`config.mk`:
```
export PLATFORM = sky130hd
export DESIGN_NAME = ttbc_trigger_break_control
export DESIGN_NICKNAME = d
export VERILOG_FILES = /design/src/hw/ttbc_pkg.sv /design/src/hw/ttbc_trigger_break_control.sv
export SDC_FILE = /design/constraint.sdc
export NUM_CORES = 1
export LEC_CHECK = 0
export ABC_AREA = 1
export BUFFER_PORTS_ARGS = -buffer_cell sky130_fd_sc_hd__buf_2
export CAP_MARGIN = 30
export CORE_UTILIZATION = 50
export DETAILED_ROUTE_END_ITERATION = 10
export PLACE_DENSITY = 0.68
export SYNTH_ARGS = -nofsm -noshare
export SYNTH_HDL_FRONTEND = slang
export SYNTH_SLANG_ARGS = --single-unit
```
`constraint.sdc`:
```
create_clock -name clock -period 14.9 [get_ports clock]
set_input_delay 0.745 -clock clock [delete_from_list [all_inputs] [get_ports clock]]
set_output_delay 0.745 -clock clock [all_outputs]
set_load 0.01 [all_outputs]
```
`src/hw/ttbc_pkg.sv`:
```
// ****************************************************************
// Shared constants of the trace trigger and break controller.
// ****************************************************************
package ttbc_pkg;

	// ****************************************************************
	// Register byte offsets on the AXI4-Lite bus.
	// ****************************************************************
	localparam logic [7:0] debugControlRegOffset = 8'h00; // Enable, arm, break setup.
	localparam logic [7:0] triggerSetupRegOffset = 8'h04; // Qualify, begin, trigger mode.
	localparam logic [7:0] debugStatusRegOffset  = 8'h08; // Armed and match flags.
	localparam logic [7:0] traceCountRegOffset   = 8'h0c; // Number of valid trace words.
	localparam logic [7:0] traceDataRegOffset    = 8'h10; // Trace word readout.

	// ****************************************************************
	// Field positions.
	// ****************************************************************
	localparam int ctlEnableBit      = 0; // Module enable.
	localparam int ctlArmBit         = 1; // Arm control.
	localparam int ctlBreakEnableBit = 2; // CPU break enable.
	localparam int ctlTagBit         = 3; // Tag-type when set, force-type when clear.
	localparam int trgQualifyBit     = 7; // Opcode qualify select.
	localparam int trgBeginBit       = 6; // Begin-type run when set.
	localparam int stsArmedBit       = 0; // Armed status flag.
	localparam int stsMatchABit      = 1; // Match flag A.
	localparam int stsMatchBBit      = 2; // Match flag B.
	localparam int stsMatchCBit      = 3; // Match flag C.

	// ****************************************************************
	// Reset values.
	// ****************************************************************
	localparam logic [3:0] debugControlReset = 4'h0; // Everything off.
	localparam logic [7:0] triggerSetupReset = 8'h00; // End-type, A-only.

	// ****************************************************************
	// Trigger mode codes.
	// ****************************************************************
	localparam logic [3:0] modeAOnly      = 4'h0; // A only.
	localparam logic [3:0] modeAOrB       = 4'h1; // A or B.
	localparam logic [3:0] modeAThenB     = 4'h2; // A then B.
	localparam logic [3:0] modeEventB     = 4'h3; // Event only B.
	localparam logic [3:0] modeAThenEvB   = 4'h4; // A then event only B.
	localparam logic [3:0] modeAAndB      = 4'h5; // A and B, full mode.
	localparam logic [3:0] modeAAndNotB   = 4'h6; // A and not B, full mode.
	localparam logic [3:0] modeInsideRng  = 4'h7; // Inside range.
	localparam logic [3:0] modeOutsideRng = 4'h8; // Outside range.

	// ****************************************************************
	// Trace buffer and bus answers.
	// ****************************************************************
	localparam int         traceDepth  = 8;     // Words held by the trace buffer.
	localparam logic [1:0] respOkay    = 2'h0;  // AXI OKAY.
	localparam logic [1:0] respSlvErr  = 2'h2;  // AXI SLVERR for unmapped offsets.
	localparam logic [15:0] cofBackStep = 16'h0002; // Branch source is two bytes back.

endpackage

```
`src/hw/ttbc_trigger_break_control.sv`:
```
// Overview of operation
// (RL1) Nothing works unless module enable is set.
// (RL2) Break enable gates requests; tag bit picks type.
// (RL3) Debugger writes 0x81 or 0x01 for breakpoints.
// (RL4) Comparator C only breaks, never triggers trace.
// (RL5) Qualify select requires opcode tracking confirmation.
// (RL6) End-type: qualified match stops capture, breaks.
// (RL7) Begin-type: match starts capture, full breaks.
// (RL8) Debugger keeps tag and qualify select agreeing.
// (RL9) Begin: store after trigger until eight words.
// (RL10) End: store until trigger, oldest dropped.
// (RL11) Debugger arms with enable and arm set.
// (RL12) Arm cleared at trigger or buffer full.
// (RL13) Any reset clears arm and armed flag.
// (RL14) Armed flag clears on arm write zero, disable.
// (RL15) Nine modes set flags; arming clears flags. A match in the cycle of a re-arm still sets them.
// (RL16) Capture flow addresses, or data in event modes.
// (RL17) A-only, A-or-B, event-B set own flags.
// (RL18) Then-modes ignore B until A matched.
// (RL19) Event modes always run as begin-type.
// (RL20) Full modes set both flags on coincidence.
// (RL21) Full modes tagged end-break use A only.
// (RL22) Inside range sets both flags together only.
// (RL23) Mode code 0x0 is A-only, 0x1 A-or-B.
//
// Implementation choices: the register addresses and the AXI4-Lite register port.
`timescale 1ns/1ps
module ttbc_trigger_break_control #(
	parameter int addrWidth = 16,
	parameter int dataWidth = 8
) (
	input  wire logic                 clock,
	input  wire logic                 rst,
	input  wire logic [7:0]           s_axi_awaddr,
	input  wire logic                 s_axi_awvalid,
	output logic                      s_axi_awready,
	input  wire logic [31:0]          s_axi_wdata,
	input  wire logic [3:0]           s_axi_wstrb,
	input  wire logic                 s_axi_wvalid,
	output logic                      s_axi_wready,
	output logic [1:0]                s_axi_bresp,
	output logic                      s_axi_bvalid,
	input  wire logic                 s_axi_bready,
	input  wire logic [7:0]           s_axi_araddr,
	input  wire logic                 s_axi_arvalid,
	output logic                      s_axi_arready,
	output logic [31:0]               s_axi_rdata,
	output logic [1:0]                s_axi_rresp,
	output logic                      s_axi_rvalid,
	input  wire logic                 s_axi_rready,
	input  wire logic [addrWidth-1:0] coreAddr,
	input  wire logic [dataWidth-1:0] coreData,
	input  wire logic [1:0]           coreCof,
	input  wire logic                 compMatchA,
	input  wire logic                 compMatchB,
	input  wire logic                 compMatchC,
	input  wire logic                 opcodeMatchA,
	input  wire logic                 opcodeMatchB,
	output logic                      breakRequest,
	output logic                      breakTag
);

	// ****************************************************************
	// Register state.
	// ****************************************************************
	logic                 moduleEnable;         // Module enable bit.
	logic                 armControl;           // Arm control bit.
	logic                 cpuBreakEnable;       // CPU break enable bit.
	logic                 breakTagSel;          // Tag-type when set.
	logic                 opcodeQualifySelect;  // Opcode qualify select bit.
	logic                 beginSel;             // Begin-type run bit.
	logic [3:0]           triggerMode;          // Trigger mode field.
	logic                 armedStatusFlag;      // Armed status flag.
	logic                 matchAFlag;           // Match flag A.
	logic                 matchBFlag;           // Match flag B.
	logic                 matchCFlag;           // Match flag C.
	logic                 aSeen;                // A satisfied in a then-mode.
	logic                 capturing;            // Begin-type run past its trigger.
	logic [addrWidth-1:0] prevAddr;             // Address of the previous cycle.
	logic [15:0]          traceBuf [ttbc_pkg::traceDepth]; // Oldest word at index zero.
	logic [3:0]           traceCount;           // Valid words, zero to eight.
	logic [2:0]           readIdx;              // Next word for readout.

	// Maps a byte address to a register select; shared by the read and write paths.
	function automatic logic [2:0] regSel(input logic [7:0] addr);
		logic [2:0] sel;
		unique case (addr)
			ttbc_pkg::debugControlRegOffset: sel = 3'h0;
			ttbc_pkg::triggerSetupRegOffset: sel = 3'h1;
			ttbc_pkg::debugStatusRegOffset:  sel = 3'h2;
			ttbc_pkg::traceCountRegOffset:   sel = 3'h3;
			ttbc_pkg::traceDataRegOffset:    sel = 3'h4;
			default:                         sel = 3'h7;
		endcase
		return sel;
	endfunction

	// ****************************************************************
	// Bus handshake decode.
	// ****************************************************************
	logic       writeTake;   // Address and data taken together this cycle.
	logic       readTake;    // Read address taken this cycle.
	logic [2:0] writeSel;    // Register addressed by the write.
	logic [2:0] readSel;     // Register addressed by the read.
	logic       ctlWrite;    // Byte 0 write to the control register.
	logic       trgWrite;    // Byte 0 write to the trigger setup register.
	logic       armRequest;  // Write that sets enable and arm together.
	// Both write channels are waited for so that one response covers both.
	assign writeTake  = s_axi_awvalid & s_axi_wvalid & ~s_axi_awready & ~s_axi_bvalid;
	assign readTake   = s_axi_arvalid & ~s_axi_arready & ~s_axi_rvalid;
	assign writeSel   = regSel(s_axi_awaddr);
	assign readSel    = regSel(s_axi_araddr);
	assign ctlWrite   = writeTake & s_axi_wstrb[0] & (writeSel == 3'h0);
	assign trgWrite   = writeTake & s_axi_wstrb[0] & (writeSel == 3'h1);
	assign armRequest = ctlWrite & s_axi_wdata[ttbc_pkg::ctlEnableBit]
		& s_axi_wdata[ttbc_pkg::ctlArmBit]; // [RL11]

	// ****************************************************************
	// Trigger qualification.
	// ****************************************************************
	logic eventOnly;   // Event-only modes.
	logic fullMode;    // Address-and-data modes.
	logic beginRun;    // Effective begin-type run.
	logic active;      // Enabled and armed.
	logic qualA;       // Comparator A after qualification.
	logic qualB;       // Comparator B after qualification.
	logic setA;        // Flag A set this cycle.
	logic setB;        // Flag B set this cycle.
	logic trigHit;     // Trigger condition met this cycle.
	logic storeNow;    // A word enters the trace buffer.
	logic [15:0] storeWord; // The word to enter.
	logic endTrig;     // End-type run ends.
	logic fillDone;    // Begin-type run fills its last word.
	logic brkEvent;    // Trace-driven break event.
	assign eventOnly = (triggerMode == ttbc_pkg::modeEventB)
		| (triggerMode == ttbc_pkg::modeAThenEvB);
	assign fullMode  = (triggerMode == ttbc_pkg::modeAAndB)
		| (triggerMode == ttbc_pkg::modeAAndNotB);
	assign beginRun  = beginSel | eventOnly; // [RL19]
	assign active    = moduleEnable & armedStatusFlag; // [RL1]
	// Opcode tracking confirms execution; event modes and the data compare take the bare match.
	assign qualA = (opcodeQualifySelect & ~eventOnly) ? opcodeMatchA : compMatchA; // [RL5]
	assign qualB = (opcodeQualifySelect & ~eventOnly & ~fullMode) ? opcodeMatchB
		: compMatchB; // [RL5]
	// Flag setting per mode; comparator C never enters here.
	always_comb begin // [RL4]
		setA    = 1'b0;
		setB    = 1'b0;
		trigHit = 1'b0;
		unique case (triggerMode)
			ttbc_pkg::modeAOnly: begin // [RL17] [RL23]
				setA    = qualA;
				trigHit = qualA;
			end
			ttbc_pkg::modeAOrB, ttbc_pkg::modeOutsideRng: begin // [RL17] [RL23]
				setA    = qualA;
				setB    = qualB;
				trigHit = qualA | qualB;
			end
			ttbc_pkg::modeAThenB, ttbc_pkg::modeAThenEvB: begin // [RL18]
				setA    = qualA;
				setB    = qualB & aSeen;
				trigHit = qualB & aSeen;
			end
			ttbc_pkg::modeEventB: begin // [RL17]
				setB    = qualB;
				trigHit = qualB;
			end
			ttbc_pkg::modeAAndB, ttbc_pkg::modeInsideRng: begin // [RL20] [RL22]
				setA    = qualA & qualB;
				setB    = qualA & qualB;
				trigHit = qualA & qualB;
			end
			ttbc_pkg::modeAAndNotB: begin // [RL20]
				setA    = qualA & ~qualB;
				setB    = qualA & ~qualB;
				trigHit = qualA & ~qualB;
			end
			default: trigHit = 1'b0; // Unused codes set nothing.
		endcase
	end
	// Event modes store the data byte at the B match; others store flow addresses.
	always_comb begin // [RL16]
		storeWord = 16'h0000;
		if (eventOnly) begin
			storeWord[dataWidth-1:0] = coreData;
		end else if (coreCof[1]) begin
			storeWord[addrWidth-1:0] = coreAddr;
		end else begin
			storeWord[addrWidth-1:0] = prevAddr - ttbc_pkg::cofBackStep[addrWidth-1:0];
		end
	end
	// End runs store all along; begin runs only from the trigger on.
	assign storeNow = active & (eventOnly ? (setB & (beginRun & trigHit | capturing))
		: ((coreCof != 2'b00) & (~beginRun | capturing | trigHit))); // [RL9] [RL10]
	assign endTrig  = active & ~beginRun & trigHit; // [RL6]
	assign fillDone = active & beginRun & storeNow
		& (traceCount == 4'(ttbc_pkg::traceDepth - 1)); // [RL7] [RL9]
	// Tagged breaks in full end runs come from comparator A alone.
	assign brkEvent = (fullMode & breakTagSel & ~beginRun) ? (active & qualA)
		: (endTrig | fillDone); // [RL21] [RL6] [RL7]

	// ****************************************************************
	// Control register and arming.
	// ****************************************************************
	// The async reset also ends any end-type run in progress.
	always_ff @(posedge clock or posedge rst) begin
		if (rst) begin // [RL13]
			{breakTagSel, cpuBreakEnable, armControl, moduleEnable} <= ttbc_pkg::debugControlReset;
		end else if (ctlWrite) begin
			moduleEnable   <= s_axi_wdata[ttbc_pkg::ctlEnableBit];
			armControl     <= s_axi_wdata[ttbc_pkg::ctlArmBit];
			cpuBreakEnable <= s_axi_wdata[ttbc_pkg::ctlBreakEnableBit];
			breakTagSel    <= s_axi_wdata[ttbc_pkg::ctlTagBit];
		end else if (endTrig | fillDone) begin
			armControl <= 1'b0; // [RL12]
		end
	end
	// Armed flag follows an arm request and falls on trigger, fill, disarm or disable.
	always_ff @(posedge clock or posedge rst) begin
		if (rst) begin // [RL13]
			armedStatusFlag <= 1'b0;
		end else if (armRequest) begin
			armedStatusFlag <= 1'b1;
		end else if ((ctlWrite & ~s_axi_wdata[ttbc_pkg::ctlArmBit]) | ~moduleEnable) begin
			armedStatusFlag <= 1'b0; // [RL14]
		end else if (endTrig | fillDone) begin
			armedStatusFlag <= 1'b0; // [RL12]
		end
	end
	// Trigger setup register.
	always_ff @(posedge clock or posedge rst) begin
		if (rst) begin
			{opcodeQualifySelect, beginSel} <= ttbc_pkg::triggerSetupReset[7:6];
			triggerMode <= ttbc_pkg::triggerSetupReset[3:0];
		end else if (trgWrite) begin
			opcodeQualifySelect <= s_axi_wdata[ttbc_pkg::trgQualifyBit];
			beginSel            <= s_axi_wdata[ttbc_pkg::trgBeginBit];
			triggerMode         <= s_axi_wdata[3:0];
		end
	end

	// ****************************************************************
	// Match flags and run progress.
	// ****************************************************************
	// Arming clears the flags, but a match in the cycle of a re-arm still sets them.
	always_ff @(posedge clock or posedge rst) begin
		if (rst) begin
			{matchAFlag, matchBFlag, matchCFlag, aSeen, capturing} <= 5'h00;
		end else if (armRequest) begin
			{matchAFlag, matchBFlag, matchCFlag} <= {setA, setB, compMatchC} & {3{active}};
			{aSeen, capturing} <= 2'b00; // [RL15]
		end else if (active) begin
			matchAFlag <= matchAFlag | setA; // [RL15]
			matchBFlag <= matchBFlag | setB; // [RL15]
			matchCFlag <= matchCFlag | compMatchC;
			aSeen      <= aSeen | qualA; // [RL18]
			capturing  <= capturing | (beginRun & trigHit & ~fillDone); // [RL7]
		end
	end
	// Previous address feeds the branch-source computation.
	always_ff @(posedge clock or posedge rst) begin
		if (rst) begin
			prevAddr <= '0;
		end else begin
			prevAddr <= coreAddr;
		end
	end

	// ****************************************************************
	// Trace buffer.
	// ****************************************************************
	// A shift keeps the oldest word at index zero; a full end run drops it.
	always_ff @(posedge clock or posedge rst) begin
		if (rst) begin
			traceCount <= 4'h0;
			for (int i = 0; i < ttbc_pkg::traceDepth; i++) begin
				traceBuf[i] <= 16'h0000;
			end
		end else if (armRequest) begin
			traceCount <= 4'h0;
		end else if (storeNow) begin
			if (traceCount == 4'(ttbc_pkg::traceDepth)) begin
				for (int i = 0; i < ttbc_pkg::traceDepth - 1; i++) begin // [RL10]
					traceBuf[i] <= traceBuf[i+1];
				end
				traceBuf[ttbc_pkg::traceDepth-1] <= storeWord;
			end else begin
				traceBuf[traceCount[2:0]] <= storeWord;
				traceCount <= traceCount + 4'h1;
			end
		end
	end
	// Readout advances only while disarmed; an armed read would lose entries.
	always_ff @(posedge clock or posedge rst) begin
		if (rst) begin
			readIdx <= 3'h0;
		end else if (armRequest) begin
			readIdx <= 3'h0;
		end else if (readTake & (readSel == 3'h4) & ~armedStatusFlag) begin
			readIdx <= readIdx + 3'h1;
		end
	end

	// ****************************************************************
	// CPU break request.
	// ****************************************************************
	// Comparator C breaks on its own; A and B break through the run.
	always_ff @(posedge clock or posedge rst) begin
		if (rst) begin
			breakRequest <= 1'b0;
			breakTag     <= 1'b0;
		end else begin
			breakRequest <= moduleEnable & cpuBreakEnable
				& (compMatchC | brkEvent); // [RL1] [RL2] [RL4]
			breakTag     <= breakTagSel; // [RL2]
		end
	end

	// ****************************************************************
	// AXI4-Lite slave.
	// ****************************************************************
	// Write channel: ready pulses once, response rises at the same edge.
	always_ff @(posedge clock or posedge rst) begin
		if (rst) begin
			s_axi_awready <= 1'b0;
			s_axi_wready  <= 1'b0;
			s_axi_bvalid  <= 1'b0;
			s_axi_bresp   <= ttbc_pkg::respOkay;
		end else begin
			s_axi_awready <= writeTake;
			s_axi_wready  <= writeTake;
			if (writeTake) begin
				s_axi_bvalid <= 1'b1;
				s_axi_bresp  <= (writeSel == 3'h7) ? ttbc_pkg::respSlvErr : ttbc_pkg::respOkay;
			end else if (s_axi_bready) begin
				s_axi_bvalid <= 1'b0;
			end
		end
	end
	// Read channel: data captured at the taking edge, held until rready.
	always_ff @(posedge clock or posedge rst) begin
		if (rst) begin
			s_axi_arready <= 1'b0;
			s_axi_rvalid  <= 1'b0;
			s_axi_rdata   <= 32'h00000000;
			s_axi_rresp   <= ttbc_pkg::respOkay;
		end else begin
			s_axi_arready <= readTake;
			if (readTake) begin
				s_axi_rvalid <= 1'b1;
				s_axi_rresp  <= ttbc_pkg::respOkay;
				s_axi_rdata  <= 32'h00000000;
				unique case (readSel)
					3'h0: s_axi_rdata[3:0] <= {breakTagSel, cpuBreakEnable, armControl, moduleEnable};
					3'h1: s_axi_rdata[7:0] <= {opcodeQualifySelect, beginSel, 2'b00, triggerMode};
					3'h2: s_axi_rdata[3:0] <= {matchCFlag, matchBFlag, matchAFlag, armedStatusFlag};
					3'h3: s_axi_rdata[3:0] <= traceCount;
					3'h4: s_axi_rdata[15:0] <= armedStatusFlag ? traceBuf[0] : traceBuf[readIdx];
					default: s_axi_rresp <= ttbc_pkg::respSlvErr;
				endcase
			end else if (s_axi_rready) begin
				s_axi_rvalid <= 1'b0;
			end
		end
	end
endmodule

```
Word level (Yosys, flattened, before mapping)
Cells that the tools add are included.

cells by class
  reduce and logical (&&, ||, !) cells = 22
  bitwise operators = 65
  $lt $le $gt $ge = 3
  eq/ne operators = 25
  mux-type cells = 48
  add/subtract/negate cells = 3

operator list
  operator               count
  $bwmux 128             1
  $mux 128               1
  $mux 16                5
  $bmux 16 s3            1
  $demux 16 s3           1
  $and 1x1->1            34
  $eq 8x4->1 const B     4
  $pmux 3 s5             2
  $mux 8                 3
  $mux 1                 22
  $eq 4x3->1 const B     5
  $pmux 4 s5             1
  $eq 8x3->1 const B     2
  $eq 8x5->1 const B     2
  $logic_not 8->1        2
  $sub 16x2->16 const B  1
  $or 1x1->1             15
  $reduce_bool 2->1      7
  $not 1->1              13
  $mux 4                 3
  $reduce_or 5->1        2
  $eq 4x2->1 const B     2
  $eq 4x4->1 const B     2
  $ge 4x4->1 const B     2
  other kinds (23)       33

storage, ports and cells
  input port bits = 90
  logic and storage cells = 199
  output and inout port bits = 43
  flip-flop bits (word level) = 193

Depth between registers and ports, before layout
Gate-level depths: netlist of run 1.

  word-level depth = 21
  depth in mapped cells = 22
  gate-level depth less buffers = 20

Worst setup path before layout of run 1
Ideal clock, no wire load.

  kind = flip-flop to flip-flop
  start point = reg prevAddr[1]
  end point = reg traceBuf[47] (netlist bit)
  buffers on the path = 0
  data required time = 14782 ps
  setup slack = 12650 ps
  arrival = 2132 ps
  clock period less this slack = 2250 ps
  cell stages (with the launch flop) = 14
  path through = dfrtp_1 -> inv_1 -> ha_1 -> nand2_1 -> nor2_1 -> nand4_1 -> nor3_1 -> nand3_1 -> nor3_1 -> nor2_1 -> o21ai_1 -> o21ai_0 -> nand3_1 -> nand2_1

between the ends
  cells in the longest elaborated chain, start to end = 5

ends and longest elaborated chain
  element                          line                               RTL
  from (decl)                      ttbc_trigger_break_control.sv:79   logic [addrWidth-1:0] prevAddr;
  from (signal assigned)           ttbc_trigger_break_control.sv:266  prevAddr <= coreAddr;
  $sub 16x2->16                    ttbc_trigger_break_control.sv:190  storeWord[addrWidth-1:0] = prevAddr - ttbc_pkg::cofBackStep[addrWidth-1:0];
  $mux 16                          ttbc_trigger_break_control.sv:187  end else if (coreCof[1]) begin
  $mux 8                           ttbc_trigger_break_control.sv:185  if (eventOnly) begin
  $bwmux 128                       ttbc_trigger_break_control.sv:289  traceBuf[traceCount[2:0]] <= storeWord;
  $mux 128                         ttbc_trigger_break_control.sv:283  if (traceCount == 4'(ttbc_pkg::traceDepth)) begin
  to (signal, indexed assignment)  ttbc_trigger_break_control.sv:285  traceBuf[i] <= traceBuf[i+1];
  to (signal, indexed assignment)  ttbc_trigger_break_control.sv:287  traceBuf[ttbc_pkg::traceDepth-1] <= storeWord;
  to (signal, indexed assignment)  ttbc_trigger_break_control.sv:289
  to (decl)                        ttbc_trigger_break_control.sv:80   logic [15:0] traceBuf [ttbc_pkg::traceDepth];

Every way passes these cells.
A chain may end at the register's enable or synchronous reset.

Worst setup path after layout of run 1
  start point = reg triggerMode[2]
  end point = reg traceBuf[122] (netlist bit)

between the ends
  cells in the longest elaborated chain, start to end = 15
  elaborated cells between the ends (all ways) = 42

ends and longest elaborated chain
  element                                   line                                                                                                     RTL
  from (decl)                               ttbc_trigger_break_control.sv:72                                                                         logic [3:0] triggerMode;
  from (signal assigned)                    ttbc_trigger_break_control.sv:235                                                                        triggerMode <= ttbc_pkg::triggerSetupReset[3:0];
  from (signal assigned)                    ttbc_trigger_break_control.sv:239                                                                        triggerMode <= s_axi_wdata[3:0];
  $eq 4x2->1 or $eq 4x3->1 (tied branches)  ttbc_trigger_break_control.sv:135, ttbc_trigger_break_control.sv:150, ttbc_trigger_break_control.sv:136
  $or 1x1->1                                ttbc_trigger_break_control.sv:136                                                                        | (triggerMode == ttbc_pkg::modeAThenEvB);
  $not 1->1                                 ttbc_trigger_break_control.sv:142, ttbc_trigger_break_control.sv:143
  $and 1x1->1                               ttbc_trigger_break_control.sv:142, ttbc_trigger_break_control.sv:143
  $and 1x1->1                               ttbc_trigger_break_control.sv:143                                                                        assign qualB = (opcodeQualifySelect & ~eventOnly & ~fullMode) ? opcodeMatchB
  $mux 1                                    ttbc_trigger_break_control.sv:143
  $not 1->1                                 ttbc_trigger_break_control.sv:176, ttbc_trigger_break_control.sv:177
  $and 1x1->1                               ttbc_trigger_break_control.sv:176, ttbc_trigger_break_control.sv:177
  $pmux 1 s6                                ttbc_trigger_break_control.sv:150                                                                        unique case (triggerMode)
  $and 1x1->1                               ttbc_trigger_break_control.sv:194                                                                        assign storeNow = active & (eventOnly ? (setB & (beginRun & trigHit | capturing))
  $or 1x1->1                                ttbc_trigger_break_control.sv:194
  $and 1x1->1                               ttbc_trigger_break_control.sv:194
  $mux 1                                    ttbc_trigger_break_control.sv:194
  $and 1x1->1                               ttbc_trigger_break_control.sv:194
  $reduce_and 2->1 (no line)                -

Parallel ways exist; a longest one is shown, timed or not.

==> results.cfg, run 1 <==
[outcome]
outcome = complete, no violations

[yosys]
synth_edf_count = 0
ys_async_sr_fraction = 1.00
netlist.top_cell.by_area = dfrtp_1
synthCells = 1467
synth_flop_cell = dfrtp_1
synth_seq_area_share = 0.439
ys_seq_elements = 191
synth.top_cells.by_area = dfrtp_1 (44%), nand2_1 (15%), o21ai_0 (7.4%), nand3_1 (6.3%), inv_1 (3.6%)
syn_avg_cell_area_um2 = 7.42
synth_area_mm2 = 0.0109
synth_cell_types = 43
yosysWarnings = 0
synth_top_area_frac = 0.439

[clock_tree]
clkTransAtPathRegs_ps = 80
postCtsSetupBuffers = 0
cts_tree = built
cts_resized = 0
postCtsHoldBufs = 0
insertion_delay_ps = 440
clkSinkCount = 191
h-tree-depth = 4
cts_inserted_buffers = 17
clk_path_buf_depth = 2
cts-root-buf = clkbuf_16

[finish]
fin_util = 0.562
diodes = 0
drive_gt1_frac = 0.107
register_area_mm2 = 0.00478
multi_input_area_mm2 = 0.00519
synthToLayoutAreaGrowth_pct = 9.35
n_fill_cell = 1996
nNetsFinal = 1586

[floorplan]
die_x_um = 150
rows = 53
core_area_mm2 = 0.0212
ios = 133
initial_utilization = 0.514
dieArea_mm2 = 0.0224
dieHeight_um = 150

[sta]
rsz0062_at_grt = no
fin_crit_ps = 3530
hold_violations = 0
slew_headroom = 0.284
finClkSkew_ps = 12.8
period_share = 0.237
finalMaxSlewViolations = 0
hold_ws_ps = 420
worst_pin_slew_ps = 1070
max_freq_ghz = 0.283
setup_viol = 0
setup-tns-final_ps = 0
finalWorstSetupSlack_ps = 11370

[routing]
vias_per_cell = 5.94
firstDrtPassIters = 6
wirelength_um = 33300
num_vias = 10600
wire_per_inst_um = 18.7
drtIter0Drc = 922
drc = 0
postRouteAntennaNets = 0

[placement]
dp_slack_ps = 11490
dp_hpwl_um = 21700
port_buffers = 85
place_congestion = 0.911

[critical_path]
end_kind = flop
rrSetupSlack_ps = 11370
arrival_ps = 3850
timing.rr.start = triggerMode[2]$_DFFE_PP0P_
start_kind = flop
cp.required_ps = 15220
path_class = reg -> reg
critPathMaxFanout = 82
cp-startpoint = triggerMode[2]$_DFFE_PP0P_

[job]
cap_violations = 0

[power]
total_power_mw = 1.13
clockPowerShare = 0.439
switching_share = 0.269
seq_power_share = 0.471
power_frac_comb = 0.091
power.density_mw_per_mm2 = 95.0
peakVddDrop_mv = 0.0626
power_switching_uw = 304
intPower_uw = 827
leakagePower_nw = 5.81

[grt]
grt_pass1_wl_um = 53200
antenna_found_initial = 0
grt_pass1_vias = 9887
grtUsageTotal = 0.308
overflow = 0
grt_max_degree = 125

[worst_hold_path]
worstHoldStart = coreAddr[6]
hp-class = in -> reg
==> stage by stage <==
step / cells / area (um^2)
after floorplan: 1484 / 10900
final: 1780 / 11900
after CTS: 1780 / 11900
after detailed placement: 1748 / 11300
after global routing: 1780 / 11900
after global placement: 1746 / 11200
==> power by group through the flow <==
stage                     Clock (mW)  Sequential [mW]  Combinational [mW]
after detailed placement           0            0.542               0.102
final                          0.496            0.532               0.102
after floorplan                    0            0.545              0.0621
after CTS                      0.501            0.532               0.102
after global placement             0            0.542               0.101
after global routing           0.522            0.533               0.113
==> path summary, 6_finish.rpt <==
kind                                        endpoint  depth (start not counted)
min in group asynchronous      prevAddr[1]$_DFF_PP0_                          2
min                            prevAddr[6]$_DFF_PP0_                          1
max in group asynchronous   traceBuf[34]$_DFFE_PP0P_                          3
max reg2reg                traceBuf[122]$_DFFE_PP0P_                         21
max                        traceBuf[122]$_DFFE_PP0P_                         21
min reg2reg                 traceBuf[26]$_DFFE_PP0P_                          2
==> metal layers <==
| layer | vias up | wire length (um) | track usage |
|---|---|---|---|
| met5 | - | 0 | 0 |
| met4 | 0 | 845 | 0.100 |
| met2 | 438 | 16000 | 0.501 |
| met3 | 63 | 2150 | 0.0448 |
| li1 | 4953 | - | - |
| met1 | 5118 | 14300 | 0.420 |
==> placed cells by master (no fill, tap or decap), types with 12 or more instances in the layout <==
cell / instances
o311ai_0: 14
a211oi_1: 17
nand4_1: 12
o21ai_0: 161
nor3_1: 18
clkbuf_16: 17
buf_2: 85
dfrtp_1: 190
inv_1: 103
conb_1: 18
nand2_1: 441
a21oi_1: 69
nand3_1: 137
nor2_1: 57
o22ai_1: 35
==> cell usage after synthesis, types with 2 or more instances <==
library cell and number:
mux2_2 2, buf_4 24, or2_2 5, buf_6 8, a21o_1 7, buf_1 5, nand2_2 5, o31ai_1 2
nand4_1 12, a211oi_1 17, a22oi_1 3, a21oi_1 69, nor2_2 2, o21ai_1 11, buf_2 9, o22ai_1 35
o21ai_0 161, a32o_1 10, nor2_1 58, o221ai_1 3, nand3_1 137, clkbuf_1 61, o311ai_0 14, dfrtp_1 191
inv_2 2, ha_1 4, nor3_1 18, a2bb2oi_1 2, nor2_4 2, xor2_1 6, nand2_1 441, nand2_4 8
o211ai_1 10, nand3_2 2, inv_1 104, a31oi_1 5, clkinv_1 6
==> cells by family after synthesis <==
logic type,after synthesis,share of synthesized area
AO/OA/AOI/OAI,353,0.189
XOR/XNOR,6,0.00483
adder cells (fa/ha/maj),4,0.00460
buffers and inverters,219,0.0904
flip-flops,191,0.439
multiplexers,2,0.00207
other,1,0.000345
AND/OR/NAND/NOR,691,0.270
==> flip-flops by register name, indices dropped and copies added (netlist names), 3 cells and up <==
register and cells:
prevAddr 16, triggerMode 4, traceBuf 128, readIdx 3, traceCount 4, s_axi_rdata 16
==> critical path, cell delays in order (launching register included) <==
cell and delay, ps:
dfrtp_1 420, inv_1 170, nor2_4 60, nand2_2 100
nand2_4 120, nor2_2 140, nand3_2 100, nand3_1 110
nand3_2 110, nand2_1 100, nand2_1 50, nand2_1 70
nand2_1 60, nand2_2 80, nand2_2 100, nor2_4 90
buf_4 380, buf_4 290, buf_16 310, nand2_4 240
nand2_1 130, nand2_1 60
==> cell type report <==
| cell class | count | area share |
|---|---|---|
| multi-input cells | 1074 | 0.436 |
| inverters | 112 | 0.0360 |
| flip-flops and latches | 191 | 0.402 |
| well taps | 275 | 0.0289 |
| clock buffers | 17 | 0.0358 |
| clock inverters | 15 | 0.0164 |
| repair buffers | 96 | 0.0450 |
(Power assumes the default switching activity.)
==> inputs of run 2 (changes only) <==
==> constraint.sdc (replaced) <==
create_clock -name clock -period 3.4 [get_ports clock]
set_input_delay 0.17 -clock clock [delete_from_list [all_inputs] [get_ports clock]]
set_output_delay 0.17 -clock clock [all_outputs]
set_load 0.01 [all_outputs]
==> run 2 against run 1 <==
Net effect: setup slack lost 11000 ps; global-route usage rose by 0.40 points; register-to-register slack got worse by 11000 ps; critical path depth shrank 2; flip-flop and latch count unchanged; die area is the same; first-iteration DRC count is 11% higher; combinational power increased to 4.8 times the previous value; clock power rose to 4.4 times the previous value; final cell count up 2.8%; wire length decreased by 0.13%; maximum frequency increased by 19%.
==> results.cfg, run 2 (synthesis gave the netlist of run 1 again) <==
[outcome]
outcome = complete, no violations

[power]
leakagePower_nw = 6.04
power.density_mw_per_mm2 = 404
peakVddDrop_mv = 0.302

[sta]
hold_ws_ps = 13.0
setup-tns-final_ps = 0
rsz0062_at_grt = no
hold_violations = 0
fin_crit_ps = 2980
period_share = 0.876
max_freq_ghz = 0.336
slew_headroom = 0.432
finalMaxSlewViolations = 0
worst_pin_slew_ps = 852
finClkSkew_ps = 13.1
finalWorstSetupSlack_ps = 423
setup_viol = 0

[finish]
nNetsFinal = 1637
register_area_mm2 = 0.00478
diodes = 0
fin_cells = 1830
reg_top3 = traceBuf x128, prevAddr x16, s_axi_rdata x16
largest-register = traceBuf
final_common_cell = nand2_1
n_fill_cell = 1938
multi_input_area_mm2 = 0.00519
fin_util = 0.586
largest_reg_flops = 128
synthToLayoutAreaGrowth_pct = 13.9
drive_gt1_frac = 0.121
layout_common_cells = nand2_1 (441), dfrtp_1 (190), o21ai_0 (161), nand3_1 (137), inv_1 (103)

[worst_hold_path]
hp-class = in -> reg
worstHoldStart = s_axi_awaddr[2]
hold_end = triggerMode[3]$_DFFE_PP0P_
min_path_cells = 3

[critical_path]
end_kind = flop
r2r_cells = 19
timing.rr.start = triggerMode[2]$_DFFE_PP0P_
max_stage_delay_ps = 410
cp_cell_sequence = inv_1 -> nor2_4 -> nand2_2 -> nand2_4 -> nor2_2 -> nand2_1 -> nand2_2 -> nand2_1 -> nand2_1 -> inv_2 -> nand3_1 -> nand2_1 -> a21oi_2 -> nand2_2 -> nor2_4 -> buf_12 -> buf_4 -> nand3_1 -> nand2_1
critPathMaxFanout = 57
cp.required_ps = 3770
rrSetupSlack_ps = 420
start_kind = flop
path_class = reg -> reg
r2r-end = traceBuf[41]$_DFFE_PP0P_
path_buf_inv = 4
arrival_ps = 3350
crit_family = simple AND/OR/NAND/NOR gates
cp_slowest_cell = dfrtp_1
crit_path_frequent_cell = nand2_1

[floorplan]
dieArea_mm2 = 0.0224
rows = 53
ios = 133
die_x_um = 150
initial_utilization = 0.514
dieHeight_um = 150
core_area_mm2 = 0.0212

[routing]
wire_per_inst_um = 18.2
drtIter0Drc = 1028
wirelength_um = 33300
drc = 0
postRouteAntennaNets = 0
firstDrtPassIters = 6
vias_per_cell = 5.83
num_vias = 10700

[job]
cap_violations = 0

[clock_tree]
clkSinkCount = 191
h-tree-depth = 4
clkTransAtPathRegs_ps = 70
cts_inserted_buffers = 17
cts-root-buf = clkbuf_16
clk_path_buf_depth = 2
insertion_delay_ps = 440
cts_tree = built

[grt]
grt_pass1_vias = 10200
top_usage_layer = met2
use_met1 = 0.422
overflow = 0
grt_max_degree = 74
grt_pass1_wl_um = 54200
use_met3 = 0.0476
antenna_found_initial = 0
grtUsageTotal = 0.312
use_met2 = 0.505

[placement]
place_congestion = 0.891
placed_cells = 1776
port_buffers = 85
dp_hpwl_um = 22200
dp_slack_ps = 550
-- run 2: changes by cell type in the layout (fill, tap and decap cells not counted), sizes merged --
cell / delta
clkinv: +1
clkbuf: +1
bufinv: +1
inv: -7
dlygate4sd3: +23
clkinvlp: +3
buf: +28
-- run 2: report_power, final --
group,leakage (nW),switching [mW],internal (mW)
Combinational,3.15,0.320,0.168
Sequential,2.59,0.0312,2.31
Clock,0.304,0.929,1.25
-- run 2: cell type report --
class                           instances  area share
Multi-Input combinational cell       1074       0.419
Timing Repair Buffer                  147      0.0826
Clock buffer                           18      0.0354
Inverter                              112      0.0342
Sequential cell                       191       0.386
Tap cell                              275      0.0278
Clock inverter                         13      0.0151
-- run 2: worst max path at each step --
stage	from	to	slack, ps	cells after the start
6_report	triggerMode[2]$_DFFE_PP0P_	traceBuf[41]$_DFFE_PP0P_	420	19
5_1_grt	triggerMode[2]$_DFFE_PP0P_	traceBuf[58]$_DFFE_PP0P_	230	19
4_1_cts	triggerMode[2]$_DFFE_PP0P_	traceBuf[41]$_DFFE_PP0P_	480	19
3_5_place_dp	triggerMode[2]$_DFFE_PP0P_	traceBuf[44]$_DFFE_PP0P_	550	19
3_3_place_gp	traceCount[0]$_DFFE_PP0P_	traceBuf[47]$_DFFE_PP0P_	600	10
2_1_floorplan	rst	aSeen$_DFFE_PP0P_	770	1
-- run 2: tightest hold or removal path: cells and delay by family --
kind / cells / cell delay (ps)
buffers and inverters: 1 / 130
AND/OR/NAND/NOR: 2 / 120
-- run 2: per-stage QoR --
stage          area [um^2]  power, mW
2_1_floorplan        10900       2.66
6_report             12400       5.01
3_5_place_dp         11500       2.85
3_3_place_gp         11500       2.84
5_1_grt              12400       5.18
4_1_cts              12400       5.03
-- run 2: timing repair --
item / CTS / global route
buffers inserted: 0 / 0
hold buffers: 23 / 0
endpoints found under the hold margin: 50 / 0
gates resized for setup: 0 / 0
-- run 2: metal layers --
metal | part of all wire | up-vias
met3 | 0.064 | 63
met1 | 0.43 | 5115
met4 | 0.025 | 0
li1 | - | 5044
met5 | 0 | -
met2 | 0.48 | 444
